[src/logic/glf_pkg.sv]
// constants, register map and types of the gpio and line feature control bank
package glf_pkg;

   // register offsets on the host register port
   localparam logic [3:0] OFS_DIR    = 4'ha;
   localparam logic [3:0] OFS_STATE  = 4'hb;
   localparam logic [3:0] OFS_IRQ_EN = 4'hc;
   localparam logic [3:0] OFS_FUNC   = 4'he;
   localparam logic [3:0] OFS_EXTRA  = 4'hf;

   // reset values
   localparam logic [7:0] DIR_RST    = 8'h00;
   localparam logic [7:0] STATE_RST  = 8'hff;
   localparam logic [7:0] IRQ_EN_RST = 8'h00;
   localparam logic [7:0] FUNC_RST   = 8'h00;
   localparam logic [7:0] EXTRA_RST  = 8'h00;

   // gpio function control fields
   localparam int unsigned FUNC_LATCH_BIT    = 0;
   localparam int unsigned FUNC_MODEM_HI_BIT = 1;
   localparam int unsigned FUNC_MODEM_LO_BIT = 2;
   localparam int unsigned FUNC_SOFT_RST_BIT = 3;
   localparam logic [7:0]  FUNC_CFG_MASK     = 8'h07;

   // extra feature control fields
   localparam int unsigned EXTRA_AUTO_DIR_BIT = 4;
   localparam int unsigned EXTRA_DIR_POL_BIT  = 5;
   localparam int unsigned EXTRA_IRDA_BIT     = 7;
   localparam logic [7:0]  EXTRA_WMASK        = 8'hb0;

   // modem signal position inside a nibble (upper nibble channel a, lower channel b)
   localparam int unsigned MDM_DSR = 0;
   localparam int unsigned MDM_DTR = 1;
   localparam int unsigned MDM_CD  = 2;
   localparam int unsigned MDM_RI  = 3;
   localparam int unsigned NIB_HI  = 4;

   // infrared pulse width in sixteenths of a bit time
   localparam logic [2:0] IRDA_PULSE_STD  = 3'h3;
   localparam logic [2:0] IRDA_PULSE_FAST = 3'h4;

   // software reset pulse length
   localparam int unsigned CLK_PERIOD_NS   = 40;
   localparam int unsigned SOFT_RST_NS     = 160;
   localparam int unsigned SOFT_RST_CYC    = (SOFT_RST_NS + CLK_PERIOD_NS - 1) / CLK_PERIOD_NS;
   localparam logic [2:0]  SOFT_RST_CNT    = 3'(SOFT_RST_CYC < 1 ? 1 : SOFT_RST_CYC);

   typedef enum logic [1:0]
   {
      SR_IDLE = 2'b00,
      SR_BUSY = 2'b01,
      SR_DONE = 2'b10
   } glf_srst_type;

endpackage

[src/logic/glf_track_if.sv]
// carrier between the control bank and its gpio input tracker
interface glf_track_if;
   logic [7:0] live_lvl;
   logic [7:0] eligible;
   logic       latch_en;
   logic       state_rd;
   logic       dev_rst;
   logic [7:0] shown_lvl;
   logic [7:0] pending;

   modport tracker
   (
      input  live_lvl,
      input  eligible,
      input  latch_en,
      input  state_rd,
      input  dev_rst,
      output shown_lvl,
      output pending
   );

   modport owner
   (
      output live_lvl,
      output eligible,
      output latch_en,
      output state_rd,
      output dev_rst,
      input  shown_lvl,
      input  pending
   );
endinterface

[src/logic/glf_line_ctrl.sv]
// gpio interrupt/function control, software reset, infrared and rs-485 direction control
//
// How it works
// - each interrupt enable bit lets its gpio pin raise the interrupt while the pin is an input, zero blocks it
// - a nibble in modem duty ignores its interrupt enable bits
// - writing one to function control bit 3 starts a software reset
// - the software reset bit clears itself when the reset is over
// - function bit 2 turns gpio 3..0 into channel b modem signals
// - function bit 1 turns gpio 7..4 into channel a modem signals
// - unlatched inputs withdraw the interrupt when the level reverts before a read
// - latched inputs keep the interrupt and the causing level until read
// - extra bit 7 picks 3/16 or 1/4 bit-time infrared pulses
// - extra bit 4 hands the rts pin to the transmitter
// - extra bit 5 sets rts level while transmitting versus receiving
// - polarity matters only while automatic direction control is on
// - extra feature register reachable only while special function bit 2 is zero
// - direction bit zero makes a pin an input, one an output
// - state read gives pin levels, state write sets output pin levels
module glf_line_ctrl
   import glf_pkg::*;
(
   input  wire logic       ref_clk_i,
   input  wire logic       sys_rst_i,
   input  wire logic [3:0] reg_addr_i,
   input  wire logic       reg_wr_i,
   input  wire logic       reg_rd_i,
   input  wire logic [7:0] reg_wdata_i,
   output logic      [7:0] reg_rdata_o,
   input  wire logic       special_function_reg_bit2_i,
   input  wire logic [7:0] gpio_pin_i,
   output logic      [7:0] gpio_pin_o,
   output logic      [7:0] gpio_pin_oe_n_o,
   input  wire logic       terminal_ready_a_n_i,
   input  wire logic       terminal_ready_b_n_i,
   output logic            ring_indicate_a_n_o,
   output logic            carrier_detect_a_n_o,
   output logic            set_ready_a_n_o,
   output logic            ring_indicate_b_n_o,
   output logic            carrier_detect_b_n_o,
   output logic            set_ready_b_n_o,
   input  wire logic       uart_tx_active_i,
   input  wire logic       uart_rts_n_i,
   output logic            rts_n_o,
   output logic            irda_fast_mode_o,
   output logic      [2:0] irda_pulse_sixteenths_o,
   output logic            gpio_irq_o,
   output logic            soft_rst_o
);

   // single address comparison shared by every strobe decode
   function automatic logic addr_hit(input logic [3:0] addr, input logic [3:0] ofs);
      return addr == ofs;
   endfunction

   logic [7:0]   gpio_direction_reg;
   logic [7:0]   gpio_pin_level_reg;
   logic [7:0]   gpio_irq_enable_reg;
   logic [7:0]   gpio_function_control_reg;
   logic [7:0]   extra_feature_control_reg;
   logic [7:0]   pin_meta;
   logic [7:0]   pin_sync;
   glf_srst_type srst_state;
   logic [2:0]   srst_cnt;
   logic         dev_rst;
   logic         extra_open;
   logic         srst_busy;
   logic [7:0]   modem_mask;
   logic [7:0]   eligible;
   logic [7:0]   ctrl_rd_val;
   logic [7:0]   next_rdata;
   logic [7:0]   next_pin_o;
   logic [7:0]   next_oe_n;

   glf_track_if trk ();

   // pins are asynchronous to the bank: two flops before anything looks
   always_ff @(posedge ref_clk_i)
   begin
      if (sys_rst_i)
      begin
         pin_meta <= STATE_RST;
         pin_sync <= STATE_RST;
      end
      else
      begin
         pin_meta <= gpio_pin_i;
         pin_sync <= pin_meta;
      end
   end

   // the device reset: hardware input or the end of a software reset
   assign dev_rst    = sys_rst_i || (srst_state == SR_DONE);
   assign srst_busy  = (srst_state != SR_IDLE);
   assign extra_open = !special_function_reg_bit2_i;

   // software reset sequencer, returned to idle by the hardware reset input
   always_ff @(posedge ref_clk_i)
   begin
      if (sys_rst_i)
      begin
         srst_state <= SR_IDLE;
         srst_cnt   <= 3'h0;
         soft_rst_o <= 1'b0;
      end
      else
      begin
         case (srst_state)
            SR_IDLE:
            begin
               if (reg_wr_i && addr_hit(reg_addr_i, OFS_FUNC) && reg_wdata_i[FUNC_SOFT_RST_BIT])
               begin
                  srst_state <= SR_BUSY;
                  srst_cnt   <= SOFT_RST_CNT - 3'h1;
                  soft_rst_o <= 1'b1;
               end
            end
            SR_BUSY:
            begin
               if (srst_cnt == 3'h0)
               begin
                  srst_state <= SR_DONE;
                  soft_rst_o <= 1'b0;
               end
               else
                  srst_cnt <= srst_cnt - 3'h1;
            end
            SR_DONE:
               srst_state <= SR_IDLE;
            default:
            begin
               srst_state <= SR_IDLE;
               soft_rst_o <= 1'b0;
            end
         endcase
      end
   end

   // gpio direction and output level registers
   always_ff @(posedge ref_clk_i)
   begin
      if (dev_rst)
      begin
         gpio_direction_reg <= DIR_RST;
         gpio_pin_level_reg <= STATE_RST;
      end
      else if (reg_wr_i)
      begin
         if (addr_hit(reg_addr_i, OFS_DIR))
            gpio_direction_reg <= reg_wdata_i;
         if (addr_hit(reg_addr_i, OFS_STATE))
            gpio_pin_level_reg <= reg_wdata_i;
      end
   end

   // interrupt enable and function control; function bits 3 and above are never stored
   always_ff @(posedge ref_clk_i)
   begin
      if (dev_rst)
      begin
         gpio_irq_enable_reg       <= IRQ_EN_RST;
         gpio_function_control_reg <= FUNC_RST;
      end
      else if (reg_wr_i)
      begin
         if (addr_hit(reg_addr_i, OFS_IRQ_EN))
            gpio_irq_enable_reg <= reg_wdata_i;
         if (addr_hit(reg_addr_i, OFS_FUNC))
            gpio_function_control_reg <= reg_wdata_i & FUNC_CFG_MASK;
      end
   end

   // extra feature control; a write while special function bit 2 is set is dropped
   always_ff @(posedge ref_clk_i)
   begin
      if (dev_rst)
         extra_feature_control_reg <= EXTRA_RST;
      else if (reg_wr_i && addr_hit(reg_addr_i, OFS_EXTRA) && extra_open)
         extra_feature_control_reg <= reg_wdata_i & EXTRA_WMASK;
   end

   // nibbles in modem duty take no part in gpio interrupts
   assign modem_mask = {{4{gpio_function_control_reg[FUNC_MODEM_HI_BIT]}},
                        {4{gpio_function_control_reg[FUNC_MODEM_LO_BIT]}}};
   assign eligible   = gpio_irq_enable_reg & ~gpio_direction_reg & ~modem_mask;

   assign trk.live_lvl = pin_sync;
   assign trk.eligible = eligible;
   assign trk.latch_en = gpio_function_control_reg[FUNC_LATCH_BIT];
   assign trk.state_rd = reg_rd_i && addr_hit(reg_addr_i, OFS_STATE);
   assign trk.dev_rst  = dev_rst;

   glf_pin_track u_track
   (
      .ref_clk_i (ref_clk_i),
      .trk       (trk)
   );

   // interrupt re-gated so clearing an enable takes effect at once
   always_ff @(posedge ref_clk_i)
   begin
      if (dev_rst)
         gpio_irq_o <= 1'b0;
      else
         gpio_irq_o <= |(trk.pending & eligible);
   end

   // control read value: reset bit shows the sequencer, upper bits reserved
   assign ctrl_rd_val = {4'h0, srst_busy, gpio_function_control_reg[2:0]};

   // read data mux; unmapped offsets and a locked extra register read zero
   always_comb
   begin
      next_rdata = 8'h00;
      case (reg_addr_i)
         OFS_DIR:    next_rdata = gpio_direction_reg;
         OFS_STATE:  next_rdata = trk.shown_lvl;
         OFS_IRQ_EN: next_rdata = gpio_irq_enable_reg;
         OFS_FUNC:   next_rdata = ctrl_rd_val;
         OFS_EXTRA:  next_rdata = extra_open ? extra_feature_control_reg : 8'h00;
         default:    next_rdata = 8'h00;
      endcase
   end

   always_ff @(posedge ref_clk_i)
   begin
      if (sys_rst_i)
         reg_rdata_o <= 8'h00;
      else if (reg_rd_i)
         reg_rdata_o <= next_rdata;
   end

   // pin drive: gpio nibbles follow direction, modem nibbles drive only dtr
   always_comb
   begin
      next_pin_o = gpio_pin_level_reg;
      next_oe_n  = ~gpio_direction_reg;
      if (gpio_function_control_reg[FUNC_MODEM_LO_BIT])
      begin
         next_pin_o[3:0]     = 4'hf;
         next_oe_n[3:0]      = 4'hf;
         next_pin_o[MDM_DTR] = terminal_ready_b_n_i;
         next_oe_n[MDM_DTR]  = 1'b0;
      end
      if (gpio_function_control_reg[FUNC_MODEM_HI_BIT])
      begin
         next_pin_o[7:4]              = 4'hf;
         next_oe_n[7:4]               = 4'hf;
         next_pin_o[NIB_HI + MDM_DTR] = terminal_ready_a_n_i;
         next_oe_n[NIB_HI + MDM_DTR]  = 1'b0;
      end
   end

   always_ff @(posedge ref_clk_i)
   begin
      if (dev_rst)
      begin
         gpio_pin_o      <= STATE_RST;
         gpio_pin_oe_n_o <= 8'hff;
      end
      else
      begin
         gpio_pin_o      <= next_pin_o;
         gpio_pin_oe_n_o <= next_oe_n;
      end
   end

   // modem status to the uart; inactive high while the nibble is plain gpio
   always_ff @(posedge ref_clk_i)
   begin
      if (dev_rst)
      begin
         ring_indicate_b_n_o  <= 1'b1;
         carrier_detect_b_n_o <= 1'b1;
         set_ready_b_n_o      <= 1'b1;
         ring_indicate_a_n_o  <= 1'b1;
         carrier_detect_a_n_o <= 1'b1;
         set_ready_a_n_o      <= 1'b1;
      end
      else
      begin
         ring_indicate_b_n_o  <= !modem_mask[0] || pin_sync[MDM_RI];
         carrier_detect_b_n_o <= !modem_mask[0] || pin_sync[MDM_CD];
         set_ready_b_n_o      <= !modem_mask[0] || pin_sync[MDM_DSR];
         ring_indicate_a_n_o  <= !modem_mask[4] || pin_sync[NIB_HI + MDM_RI];
         carrier_detect_a_n_o <= !modem_mask[4] || pin_sync[NIB_HI + MDM_CD];
         set_ready_a_n_o      <= !modem_mask[4] || pin_sync[NIB_HI + MDM_DSR];
      end
   end

   // rts: transmitter owns it only in automatic mode, polarity only then
   always_ff @(posedge ref_clk_i)
   begin
      if (dev_rst)
         rts_n_o <= 1'b1;
      else if (extra_feature_control_reg[EXTRA_AUTO_DIR_BIT])
         rts_n_o <= extra_feature_control_reg[EXTRA_DIR_POL_BIT] ?
                    uart_tx_active_i : !uart_tx_active_i;
      else
         rts_n_o <= uart_rts_n_i;
   end

   // infrared pulse selection for the encoder
   always_ff @(posedge ref_clk_i)
   begin
      if (dev_rst)
      begin
         irda_fast_mode_o        <= 1'b0;
         irda_pulse_sixteenths_o <= IRDA_PULSE_STD;
      end
      else
      begin
         irda_fast_mode_o        <= extra_feature_control_reg[EXTRA_IRDA_BIT];
         irda_pulse_sixteenths_o <= extra_feature_control_reg[EXTRA_IRDA_BIT] ?
                                    IRDA_PULSE_FAST : IRDA_PULSE_STD;
      end
   end
endmodule

[src/logic/glf_pin_track.sv]
// gpio input change tracker: pending flags, latched levels, last-read baseline
module glf_pin_track
   import glf_pkg::*;
(
   input wire logic         ref_clk_i,
   glf_track_if.tracker     trk
);

   logic [7:0] base;
   logic [7:0] held;
   logic [7:0] pend;
   logic [7:0] changed;
   logic [7:0] next_pend;

   // departure from the level the host saw last
   assign changed = trk.live_lvl ^ base;

   // latched: set sticks until read, the read clear wins over a set of a flag already pending
   // unlatched: flag simply follows the difference, so a revert withdraws it
   always_comb
   begin
      if (trk.latch_en)
         next_pend = (pend & ~{8{trk.state_rd}}) | (trk.eligible & changed & ~pend);
      else
         next_pend = trk.eligible & changed;
   end

   always_ff @(posedge ref_clk_i)
   begin
      if (trk.dev_rst)
         pend <= 8'h00;
      else
         pend <= next_pend;
   end

   // hold the level that raised a latched flag; track live otherwise
   always_ff @(posedge ref_clk_i)
   begin
      if (trk.dev_rst)
         held <= STATE_RST;
      else
         held <= (trk.latch_en ? pend : 8'h00) & held | ~(trk.latch_en ? pend : 8'h00) & trk.live_lvl;
   end

   // the host read moves the baseline to what it was shown
   always_ff @(posedge ref_clk_i)
   begin
      if (trk.dev_rst)
         base <= STATE_RST;
      else if (trk.state_rd)
         base <= trk.shown_lvl;
   end

   assign trk.shown_lvl = trk.latch_en ? ((pend & held) | (~pend & trk.live_lvl)) : trk.live_lvl;
   assign trk.pending   = pend;
endmodule

[config.mk]
export PLATFORM = sky130hd
export DESIGN_NAME = glf_line_ctrl
export DESIGN_NICKNAME = d
export VERILOG_FILES = /design/src/logic/glf_pkg.sv /design/src/logic/glf_track_if.sv /design/src/logic/glf_line_ctrl.sv /design/src/logic/glf_pin_track.sv
export SDC_FILE = /design/constraint.sdc
export NUM_CORES = 1
export LEC_CHECK = 0
export BUFFER_PORTS_ARGS = -buffer_cell sky130_fd_sc_hd__buf_4
export CAP_MARGIN = 20
export CORE_MARGIN = 5
export CORE_UTILIZATION = 59
export CTS_BUF_LIST = sky130_fd_sc_hd__clkbuf_8
export CTS_CLUSTER_DIAMETER = 120
export CTS_CLUSTER_SIZE = 25
export DETAILED_ROUTE_END_ITERATION = 7
export PLACE_DENSITY = 0.84
export SYNTH_ARGS = -nofsm -noshare
export SYNTH_HDL_FRONTEND = slang
export SYNTH_HIERARCHICAL = 1
export SYNTH_SLANG_ARGS = --single-unit
[constraint.sdc]
create_clock -name ref_clk_i -period 2.1 [get_ports ref_clk_i]
set_input_delay 0.21 -clock ref_clk_i [delete_from_list [all_inputs] [get_ports ref_clk_i]]
set_output_delay 0.21 -clock ref_clk_i [all_outputs]
set_load 0.01 [all_outputs]
==> impl_results.md <==
* Run status: finished, final reports clean
* Layout cells sized above 1 at 27.8%
* Leakage at 2.08 nW
* Seq/Total Area, Yosys at around 50%
* Peak supply drop at 0.553 mV
* Number of cells on the critical path at 5
* Most common cell in the netlist: dfxtp_1
* Fin Setup TNS at 0 ns
* Routed Wire Length at 9780 um
* WP data arrival at 2.03 ns
* R2r startpoint: gpio_function_control_reg[0]
* First DRT Iteration DRCs at 309
* Bufs and invs on worst path at 0
* Largest net degree at the start of global routing at 33
* Wire length per cell at 16.3 um
* CP max FO at 6
* Hold wc startpoint: gpio_pin_i[5]
* Register bit total from synthesis at 110
* Dominant synthesized flop cell: dfxtp_1
* Complex-gate fraction of the synthesized area at 9.19%
* Number of gates resized after CTS at 0
* Count of final setup violators at 0
* Slew margin rel. at between 60% and 70%
* DRC at 0
* Clock tree sinks at 110
* Area contributors post-synth: dfxtp_1, mux2i_1, or2_2
* Final hold violations at 0
* Synth top cells by count: dfxtp_1, nand2_1, mux2i_1, or2_2, nor2_1
* Post-synthesis mux area share at 10.5%
* Netlist cell types at 56
* Die Area at 9250 um^2
* Critical path type: reg2reg
* Worst setup SP type: register
* CP most frequent cell: a22o_1
* Die Y at 96.2 um
* Mean post-synth cell area at 10.1 um^2
* Max Freq at about 570 MHz
* Synth Cell Area at 4380 um^2
* Cell taking the most area after synthesis: dfxtp_1
* Hpwl dp at 7060 um
* FF-to-FF End: reg_rdata_o[3]
* Post-Synthesis Net Count at 464
* Fin nets at 526
* # IOs at 66
* Synth Area in XOR/XNOR at under 10%
* Sink of the worst hold path: pin_meta[5]
* Area grow syn2layout at 17.0%
* First-pass GRT wire length at 16000 um
* Share of the synthesized area in the top cell type at 50.2%
* Reg clk slew, reported paths at 0.11 ns
* CTS Buf Count at 9
* Drt first pass iters at 5
* Clk buf depth at 2
* Layout Skew at 0.0110 ns
* Gr usage total at 22.3%
* Mapped Cells at 433
* Synth Area in Adders at 0.571%
* Routed vias/inst at 5.70
* Vias at 3414
* Crit-path max cell delay at roughly 0.46 ns
* CTS root buf: clkbuf_8
* CTS tree: yes
* Hold WC Path Type: in2reg
* Max-slew violations at 0
* Largest family of logic cells by synthesized area: simple AND/OR/NAND/NOR gates
* Tot Pwr at 3.65 mW
* Post-synth EDFFs at 0
* Placer Congestion at 0.951
* Core area at between 7000 and 8000 um^2
* Number of max-cap violations at 0
* Die width at 96.2 um
* Cell chain of the critical path: nand2_1, mux2_2, mux2_1, a22o_1, a22o_1
* Post-Synth Simple-Gate Area at approximately a quarter
* Clk_lat worst skew at 0.37 ns
* Vias in the first global route at 3270
* Hold slack at ~0.015 ns
* Row count at 31
* Critical path's slowest cell: dfxtp_1
* Tmin final at 1.75 ns
* Hold path depth at 2
* Power per Cell Area at 711 nW/um^2
* Synth warn at 6
* Initial antenna violation count at 0
* Routed Antenna Nets at 0
* Unrepaired setup endpoints after global routing: false
* # port buffers at 65
* Worst-Margin Slew at 0.495 ns
* Top Family by Delay on Critical Path: multiplexers
* Post-DP Area at 4910 um^2
* Crit end category: register
* CTS H-tree lvls at 3
* Reg2Reg Setup Slack at 0.35 ns
* Fin crit share at 83.4%
* Ant diodes at 0
* Worst EP required at around 2.4 ns
* Post-CTS setup buffers at 0
* Effective utilization at floorplan at between 60% and 70%
* Worst reg2reg path depth at 5
* FFs w/ async S/R, synth at 0%
* Final design area excluding fillers at around 5100 um^2
* Congestion Overflow GR at 0
==> metrics by stage <==
step / setup WS (ns) / utilization [%] / cells
floorplan: 0.428 / - / 433
global placement: 0.423 / 67.6 / 580
detailed placement: 0.369 / 67.6 / 580
CTS: 0.365 / 70.7 / 599
global route: 0.251 / 70.7 / 599
finish: 0.348 / 70.7 / 599
==> cell type report <==
type	instances	area (um^2)
Clock buffer	9	124
Clock inverter	7	70.1
Fill cell	550	2120
Inverter	6	22.5
Multi-Input combinational cell	291	2000
Sequential cell	110	2200
Tap cell	99	124
Timing Repair Buffer	77	586
==> report_power, final <==
part	total, mW	switching [mW]	internal [mW]
Clock	1.25	0.777	0.474
Combinational	0.248	0.132	0.116
Sequential	2.15	0.0253	2.12
==> layout by cell type, fill, tap and decap left out, types with 3 or more instances in the layout <==
cell type,count
inv_8,4
nand2b_1,11
xor2_1,9
inv_1,5
nor2b_1,3
a22o_1,6
mux2i_1,29
nand4b_1,8
or2_1,3
nand4_1,8
clkbuf_8,9
or3_1,6
o21ai_0,8
or2_2,29
nand2_1,33
o211ai_1,3
dlygate4sd3_1,3
mux2_2,4
nor2_1,27
dfxtp_1,110
a21oi_1,13
nor3b_1,8
o22ai_1,3
a31oi_1,3
nand3b_1,6
a22oi_1,10
mux2_4,6
mux2_1,3
nand3_1,22
buf_4,74
==> cells by family after synthesis <==
group                    count (synthesis)
AO/OA/AOI/OAI                           59
flip-flops                             110
adder cells (fa/ha/maj)                  2
multiplexers                            42
XOR/XNOR                                 9
AND/OR/NAND/NOR                        179
buffers and inverters                   32
==> per-layer routing <==
metal  track usage [%]  wire (um)  vias up
li1                  -          -     1643
met1              30.0       4460     1596
met2              34.3       4280      146
met3              3.91        691       29
met4              11.1        355        0
met5                 0          0        -
==> worst max path at each step <==
stage / from / endpoint
floorplan: gpio_function_control_reg[0] / reg_rdata_o[7]
global placement: gpio_function_control_reg[0] / reg_rdata_o[6]
detailed placement: gpio_function_control_reg[0] / reg_rdata_o[7]
CTS: gpio_function_control_reg[0] / reg_rdata_o[6]
global route: gpio_function_control_reg[0] / reg_rdata_o[6]
finish: gpio_function_control_reg[0] / reg_rdata_o[3]
==> repair_timing <==
action,CTS,global route
hold buffers,3,0
setup endpoints to repair,0,0
hold endpoints to repair,3,0
(Power assumes the default switching activity.)
